==> config.mk <==
export PLATFORM = sky130hd
export DESIGN_NAME = aux_analog_input_scaler
export DESIGN_NICKNAME = d
export VERILOG_FILES = /design/src/core/aux_scaler_pkg.sv /design/src/core/aux_channel_math.sv /design/src/core/aux_analog_input_scaler.sv
export SDC_FILE = /design/constraint.sdc
export NUM_CORES = 2
export LEC_CHECK = 0
export BUFFER_PORTS_ARGS = -buffer_cell sky130_fd_sc_hd__clkbuf_2
export CAP_MARGIN = 10
export CORE_MARGIN = 2
export CORE_UTILIZATION = 55
export CTS_CLUSTER_DIAMETER = 150
export CTS_CLUSTER_SIZE = 8
export DETAILED_ROUTE_END_ITERATION = 16
export PLACE_DENSITY = 0.78
export SYNTH_ARGS = -nofsm -noshare
export SYNTH_HDL_FRONTEND = slang
export SYNTH_SLANG_ARGS = --single-unit
==> constraint.sdc <==
create_clock -name clk -period 33.7 [get_ports clk]
set_input_delay 1.685 -clock clk [delete_from_list [all_inputs] [get_ports clk]]
set_output_delay 1.685 -clock clk [all_outputs]
set_load 0.005 [all_outputs]
==> src/core/aux_scaler_pkg.sv <==
// Purpose: shared constants and types for the auxiliary input scaler
// Assumes: samples are signed counts, 1 mV per count, 10 V = 10000
// Notes: gain and bias are signed tenths of a percent
package aux_scaler_pkg;
  localparam int NUM_CH = 3;
  localparam int ADDR_W = 8;
  // register map: channel in bits [5:4], field in bits [3:2]
  localparam int CH_LSB = 4;
  localparam int FLD_LSB = 2;
  localparam logic [1:0] FLD_POL = 2'h0;
  localparam logic [1:0] FLD_OFFSET = 2'h1;
  localparam logic [1:0] FLD_SCALE = 2'h2;
  localparam logic [1:0] FLD_RESULT = 2'h3;
  localparam logic [1:0] ADDR_TOP_ZERO = 2'h0;
  localparam logic [1:0] RESP_OKAY = 2'h0;
  localparam logic [1:0] RESP_SLVERR = 2'h2;
  localparam logic [31:0] ZERO32 = 32'h0000_0000;
  localparam logic [31:0] POL_CODE_MAX = 32'h0000_0002;
  // limits and reset values, tenths of a percent
  localparam logic signed [15:0] GAIN_MIN = 16'shE0C0; // -800.0 %
  localparam logic signed [15:0] GAIN_MAX = 16'sh1F40; // 800.0 %
  localparam logic signed [15:0] GAIN_RST = 16'sh03E8; // 100.0 %
  localparam logic signed [15:0] BIAS_MIN = 16'shF060; // -400.0 %
  localparam logic signed [15:0] BIAS_MAX = 16'sh0FA0; // 400.0 %
  localparam logic signed [15:0] BIAS_RST = 16'sh0000;
  localparam logic signed [15:0] ZERO16 = 16'sh0000;
  localparam logic signed [15:0] SAT_MAX = 16'sh7FFF;
  localparam logic signed [15:0] SAT_MIN = 16'sh8000;
  // counts per 0.1 % of full scale, and a bias bound of 300.0 % that cannot saturate
  localparam logic signed [15:0] BIAS_STEP = 16'sh000A;
  localparam logic signed [15:0] BIAS_LINEAR_MAX = 16'sh0BB8;
  // 100.0 % in tenths, and 10 V in counts
  localparam logic signed [32:0] PCT_UNITY = 33'sh0_0000_03E8;
  localparam logic signed [32:0] FULL_SCALE_COUNTS = 33'sh0_0000_2710;
  typedef enum logic [1:0] {
    POL_BIPOLAR = 2'h0,
    POL_POS_ONLY = 2'h1,
    POL_NEG_ONLY = 2'h2
  } polarity_t;
endpackage

==> src/core/aux_channel_math.sv <==
// Purpose: gain, bias, saturation and polarity for one sample
// Assumes: gain and bias already clamped to their legal ranges
// Notes: purely combinational, the caller registers the result
`timescale 1ns/1ps
module aux_channel_math
  import aux_scaler_pkg::*;
(
  input wire logic signed [15:0] sample,
  input wire logic signed [15:0] gain,
  input wire logic signed [15:0] bias,
  input wire polarity_t pol,
  output logic signed [15:0] result
);
  logic signed [32:0] prod_term;
  logic signed [32:0] bias_term;
  logic signed [32:0] sum;
  logic signed [32:0] quot;
  logic signed [15:0] sat;

  // gain first, then bias; one division keeps rounding in one place
  always_comb begin
    prod_term = 33'(sample) * 33'(gain);
    bias_term = 33'(bias) * FULL_SCALE_COUNTS;
    sum = prod_term + bias_term;
    quot = sum / PCT_UNITY; // truncates toward zero
  end

  // clip instead of wrapping so a large gain cannot flip the sign
  // saturate, never wrap
  always_comb begin
    if (quot > 33'(SAT_MAX)) begin
      sat = SAT_MAX;
    end else if (quot < 33'(SAT_MIN)) begin
      sat = SAT_MIN;
    end else begin
      sat = quot[15:0];
    end
  end

  // disallowed polarity is shut to zero after scaling
  // cut after scaling
  always_comb begin
    case (pol)
      POL_POS_ONLY: result = (sat < ZERO16) ? ZERO16 : sat;
      POL_NEG_ONLY: result = (sat > ZERO16) ? ZERO16 : sat;
      default: result = sat;
    endcase
  end
endmodule

==> src/core/aux_analog_input_scaler.sv <==
// Purpose: three auxiliary input channels with gain, bias and polarity
// Assumes: samples arrive from converter logic on clk, one per cycle
// Notes: settings sit behind an AXI4-Lite slave; one shared datapath
//
// The address map and register access over AXI4-Lite were chosen for this implementation.
`timescale 1ns/1ps
module aux_analog_input_scaler
  import aux_scaler_pkg::*;
(
  input wire logic clk,
  input wire logic arst_n,
  input wire logic sample_valid,
  input wire logic [1:0] sample_channel,
  input wire logic signed [15:0] sample_data,
  output logic out_valid,
  output logic [1:0] out_channel,
  output logic signed [15:0] out_data,
  input wire logic [ADDR_W-1:0] awaddr,
  input wire logic awvalid,
  output logic awready,
  input wire logic [31:0] wdata,
  input wire logic [3:0] wstrb,
  input wire logic wvalid,
  output logic wready,
  output logic [1:0] bresp,
  output logic bvalid,
  input wire logic bready,
  input wire logic [ADDR_W-1:0] araddr,
  input wire logic arvalid,
  output logic arready,
  output logic [31:0] rdata,
  output logic [1:0] rresp,
  output logic rvalid,
  input wire logic rready
);
  polarity_t pol_reg [NUM_CH];
  logic signed [15:0] offset_reg [NUM_CH];
  logic signed [15:0] scale_reg [NUM_CH];
  logic signed [15:0] result_reg [NUM_CH];
  logic [ADDR_W-1:0] aw_addr_reg;
  logic [31:0] w_data_reg;
  logic [3:0] w_strb_reg;
  logic aw_full_reg;
  logic w_full_reg;
  logic aw_take, w_take, ar_take, commit;
  logic aw_full_next, w_full_next, rvalid_next;
  logic [1:0] wr_ch, wr_fld;
  logic [31:0] merged;
  polarity_t sel_pol;
  logic signed [15:0] sel_gain, sel_bias, math_result;
  logic ch_ok;

  // register space is the low 48 bytes; anything else answers SLVERR
  function automatic logic addr_hit(input logic [ADDR_W-1:0] a);
    addr_hit = (a[ADDR_W-1 -: 2] == ADDR_TOP_ZERO) &&
               (int'(a[CH_LSB +: 2]) < NUM_CH);
  endfunction

  function automatic logic [31:0] merge_word(input logic [31:0] old,
                                             input logic [31:0] data,
                                             input logic [3:0] strb);
    merge_word = old;
    for (int b = 0; b < 4; b++) begin
      if (strb[b]) begin
        merge_word[8*b +: 8] = data[8*b +: 8];
      end
    end
  endfunction

  // out of range gain and bias writes are pinned to the nearest limit
  function automatic logic signed [15:0] clamp16(
      input logic signed [15:0] v, input logic signed [15:0] lo,
      input logic signed [15:0] hi);
    if (v < lo) begin
      clamp16 = lo;
    end else if (v > hi) begin
      clamp16 = hi;
    end else begin
      clamp16 = v;
    end
  endfunction

  function automatic logic [31:0] read_word(input logic [ADDR_W-1:0] a);
    logic [1:0] ch;
    logic [1:0] fld;
    ch = a[CH_LSB +: 2];
    fld = a[FLD_LSB +: 2];
    if (!addr_hit(a)) begin
      read_word = ZERO32;
    end else if (fld == FLD_POL) begin
      read_word = {30'h0000_0000, pol_reg[ch]};
    end else if (fld == FLD_OFFSET) begin
      read_word = {16'h0000, offset_reg[ch]};
    end else if (fld == FLD_SCALE) begin
      read_word = {16'h0000, scale_reg[ch]};
    end else begin
      read_word = {16'h0000, result_reg[ch]};
    end
  endfunction

  // handshake terms; address and data may arrive in either order
  always_comb begin
    aw_take = awvalid && awready;
    w_take = wvalid && wready;
    ar_take = arvalid && arready;
    commit = aw_full_reg && w_full_reg && !bvalid;
    aw_full_next = (aw_full_reg || aw_take) && !commit;
    w_full_next = (w_full_reg || w_take) && !commit;
    rvalid_next = (rvalid && !rready) || ar_take;
    wr_ch = aw_addr_reg[CH_LSB +: 2];
    wr_fld = aw_addr_reg[FLD_LSB +: 2];
    merged = merge_word(ZERO32, w_data_reg, w_strb_reg);
  end

  // write address and data holding, response after both
  always_ff @(posedge clk or negedge arst_n) begin
    if (!arst_n) begin
      aw_addr_reg <= '0;
      w_data_reg <= ZERO32;
      w_strb_reg <= 4'h0;
      aw_full_reg <= 1'b0;
      w_full_reg <= 1'b0;
      awready <= 1'b0;
      wready <= 1'b0;
      bvalid <= 1'b0;
      bresp <= RESP_OKAY;
    end else begin
      if (aw_take) begin
        aw_addr_reg <= awaddr;
      end
      if (w_take) begin
        w_data_reg <= wdata;
        w_strb_reg <= wstrb;
      end
      aw_full_reg <= aw_full_next;
      w_full_reg <= w_full_next;
      awready <= !aw_full_next;
      wready <= !w_full_next;
      if (commit) begin
        bvalid <= 1'b1;
        bresp <= addr_hit(aw_addr_reg) ? RESP_OKAY : RESP_SLVERR;
      end else if (bready) begin
        bvalid <= 1'b0;
      end
    end
  end

  // settings; lanes not strobed read as zero, so write whole halfwords
  always_ff @(posedge clk or negedge arst_n) begin
    if (!arst_n) begin
      for (int i = 0; i < NUM_CH; i++) begin
        pol_reg[i] <= POL_BIPOLAR;
        offset_reg[i] <= BIAS_RST;
        scale_reg[i] <= GAIN_RST;
      end
    end else if (commit && addr_hit(aw_addr_reg)) begin
      if (wr_fld == FLD_POL) begin
        if (merged <= POL_CODE_MAX) begin
          pol_reg[wr_ch] <= polarity_t'(merged[1:0]);
        end
      end else if (wr_fld == FLD_OFFSET) begin
        offset_reg[wr_ch] <= clamp16(merged[15:0], BIAS_MIN, BIAS_MAX);
      end else if (wr_fld == FLD_SCALE) begin
        scale_reg[wr_ch] <= clamp16(merged[15:0], GAIN_MIN, GAIN_MAX);
      end
    end
  end

  // read channel; one outstanding read, data fixed while rvalid
  always_ff @(posedge clk or negedge arst_n) begin
    if (!arst_n) begin
      arready <= 1'b0;
      rvalid <= 1'b0;
      rdata <= ZERO32;
      rresp <= RESP_OKAY;
    end else begin
      arready <= !rvalid_next;
      rvalid <= rvalid_next;
      if (ar_take) begin
        rdata <= read_word(araddr);
        rresp <= addr_hit(araddr) ? RESP_OKAY : RESP_SLVERR;
      end
    end
  end

  always_comb begin
    ch_ok = int'(sample_channel) < NUM_CH;
    sel_pol = ch_ok ? pol_reg[sample_channel] : POL_BIPOLAR;
    sel_gain = ch_ok ? scale_reg[sample_channel] : GAIN_RST;
    sel_bias = ch_ok ? offset_reg[sample_channel] : BIAS_RST;
  end

  aux_channel_math u_math (
    .sample(sample_data),
    .gain(sel_gain),
    .bias(sel_bias),
    .pol(sel_pol),
    .result(math_result)
  );

  // one cycle from sample to result; channel code 3 is dropped
  always_ff @(posedge clk or negedge arst_n) begin
    if (!arst_n) begin
      out_valid <= 1'b0;
      out_channel <= 2'h0;
      out_data <= ZERO16;
      for (int i = 0; i < NUM_CH; i++) begin
        result_reg[i] <= ZERO16;
      end
    end else begin
      out_valid <= sample_valid && ch_ok;
      if (sample_valid && ch_ok) begin
        out_channel <= sample_channel;
        out_data <= math_result;
        result_reg[sample_channel] <= math_result;
      end
    end
  end
endmodule

==> run metrics <==
status finished clean; total grt overflow 0; Final Cycle Share 0.943; hold slack final between 0.4 and 0.5 ns; Crit path top cell by count a21oi_1; die area about 0.067 mm^2; I/O pin count roughly 140; top-count cell post-synth inv_1; library cells used by synthesis between 150 and 200; antenna violations before repair 0; share of layout cells above drive strength 1 0.158; CP max FO 19; post-detail-place hpwl between 60 and 70 mm; CTS tree yes; # setup viols final 0; first-pass GRT wire length around 150 mm; Port Buf Inserts approximately 120; final slew viol count 0; leading area contributor after synthesis fa_1; Hold Crit Depth 2; Max Root-Sink Buffers 3; sequential-to-total area share from yosys stat 0.167; slowest cell delay on critical path 0.64 ns; CP required 34.10 ns; async set-reset flop share out of synthesis 1.00; Placeable Area 0.0642 mm^2; FP Rows 93; ANT cells 0; detailed-route via count 30,200; area share of the largest cell type after synthesis 0.173; die width about 260 um; largest net degree at the start of global routing 96; Fin Setup TNS 0 ns; CTS root buf clkbuf_16; Initial Utilization 0.553; netlist area before placement roughly 0.036 mm^2; drt wl/cell roughly 18 um; r2r worst-path depth 117; Synth Register Bits around 240; DR iter-0 viols roughly 2,400; vias in the first global route between 20,000 and 30,000; routability cong. 0.896; Syn Inst Count roughly 4,100; max-cap violations 0; clk_lat worst skew 0.52 ns; Area Growth Syn to Fin 6.05%; Avg Vias per Cell 6.00; critical setup path kind input port to flop; CTS buffer count 35; Clock Sinks ~240; Layout Nets roughly 4,700; Worst Setup End Kind flop; post-layout min period roughly 32 ns; Reg clk slew, reported paths 0.05 ns; chip height approximately 260 um; Startpoint Class input port; Detail Route Antenna Nets 0; syn avg cell area 8.64 um^2; worst min path class flop to flop; Ys Warns 0; H-tree depth 2; top post-synthesis cells by area fa_1 17%, dfrtp_1 15%, ha_1 7.0%, inv_1 5.2%, nand2_1 5.0%; drt drc 0; iteration count of the initial detailed-routing pass 5; Post-Place Setup Slack around 0.26 ns; Slowest-stage cell, CP or4b_2; Tightest Pin Transition around 1.2 ns; fin worst setup slack around 1.9 ns; Hold Vio Cnt, Final 0; Slew headroom 0.181; Post-Route WL about 90 mm; Top FF cell, synth dfrtp_1; Post-synth EDFFs 0; Synth top cells by count 489 x inv_1, 473 x nand2_1, 307 x fa_1; achievable frequency 0.0315 GHz; gr usage total 0.268; RSZ-0062 raised after global routing no; Arr. time, crit path roughly 32 ns; Worst Skew ~0.03 ns
-- area by class of cell --
type | instances | area [um^2]
multi-input cells | 3213 | 26800
well taps | 855 | 1070
flip-flops and latches | 236 | 5930
inverters | 489 | 1840
clock buffers | 54 | 968
clock inverters | 3 | 55.1
fillers | 5577 | 26500
repair buffers | 178 | 1060
-- critical path, delay by kind of cell --
family	cells	cell delay, ns
buffers and inverters	12	1.59
AO/OA/AOI/OAI	51	12.34
AND/OR/NAND/NOR	40	10.93
adder cells (fa/ha/maj)	9	3.63
XOR/XNOR	3	0.63
multiplexers	4	1.30
-- final timing paths --
path | start | endpoint | slack, ns
max | sample_channel[0] | out_data[2]$_DFFE_PN0P_ | 1.91
min | out_channel[1]$_DFFE_PN0P_ | out_channel[1]$_DFFE_PN0P_ | 0.47
max reg2reg | scale_reg[38]$_DFFE_PN1P_ | out_data[2]$_DFFE_PN0P_ | 3.30
min reg2reg | out_channel[1]$_DFFE_PN0P_ | out_channel[1]$_DFFE_PN0P_ | 0.47
max in group asynchronous | arst_n | w_data_reg[29]$_DFFE_PN0P_ | 31.08
min in group asynchronous | arst_n | out_data[13]$_DFFE_PN0P_ | 1.18
-- metrics by stage --
step	util	instance area, um^2	instances
after floorplan	-	35600	4130
after global placement	0.568	36500	4969
after detailed placement	0.568	36500	4969
after CTS	0.584	37500	5026
after global routing	0.587	37700	5028
final	0.587	37700	5028
-- kinds of logic after synthesis --
kind of cell / count (synthesis) / share of synthesized area
flip-flops: 236 / 0.167
AO/OA/AOI/OAI: 1005 / 0.212
other: 1 / 0.000105
buffers and inverters: 681 / 0.0864
XOR/XNOR: 183 / 0.0495
adder cells (fa/ha/maj): 513 / 0.245
AND/OR/NAND/NOR: 1334 / 0.191
multiplexers: 160 / 0.0487
-- layout by cell type (no fill, tap or decap), types with 118 or more instances in the layout --
cell     instances
a21oi_1        192
and2_1         136
dfrtp_1        218
fa_1           307
ha_1           199
inv_1          489
nand2_1        473
nor2_1         293
o21ai_0        218
xnor2_1        118
-- what timing repair did --
action	4_1_cts	5_1_grt
endpoints found under the hold margin	0	0
endpoints found under the setup margin	0	64
buffers inserted	0	2
resized for setup	0	27
hold buffers	0	0
-- metal layers --
metal  vias to the layer above  GRT usage  wire (um)
met4                         0     0.0689       2340
met3                       156     0.0348       5840
met1                     14700      0.365      39200
met5                         -          0          0
li1                      14200          -          -
met2                      1056      0.452      42900
Power is left out: the tool's default activity adds up to more than one toggle a clock period on the data nets, which glitch-free logic cannot reach.
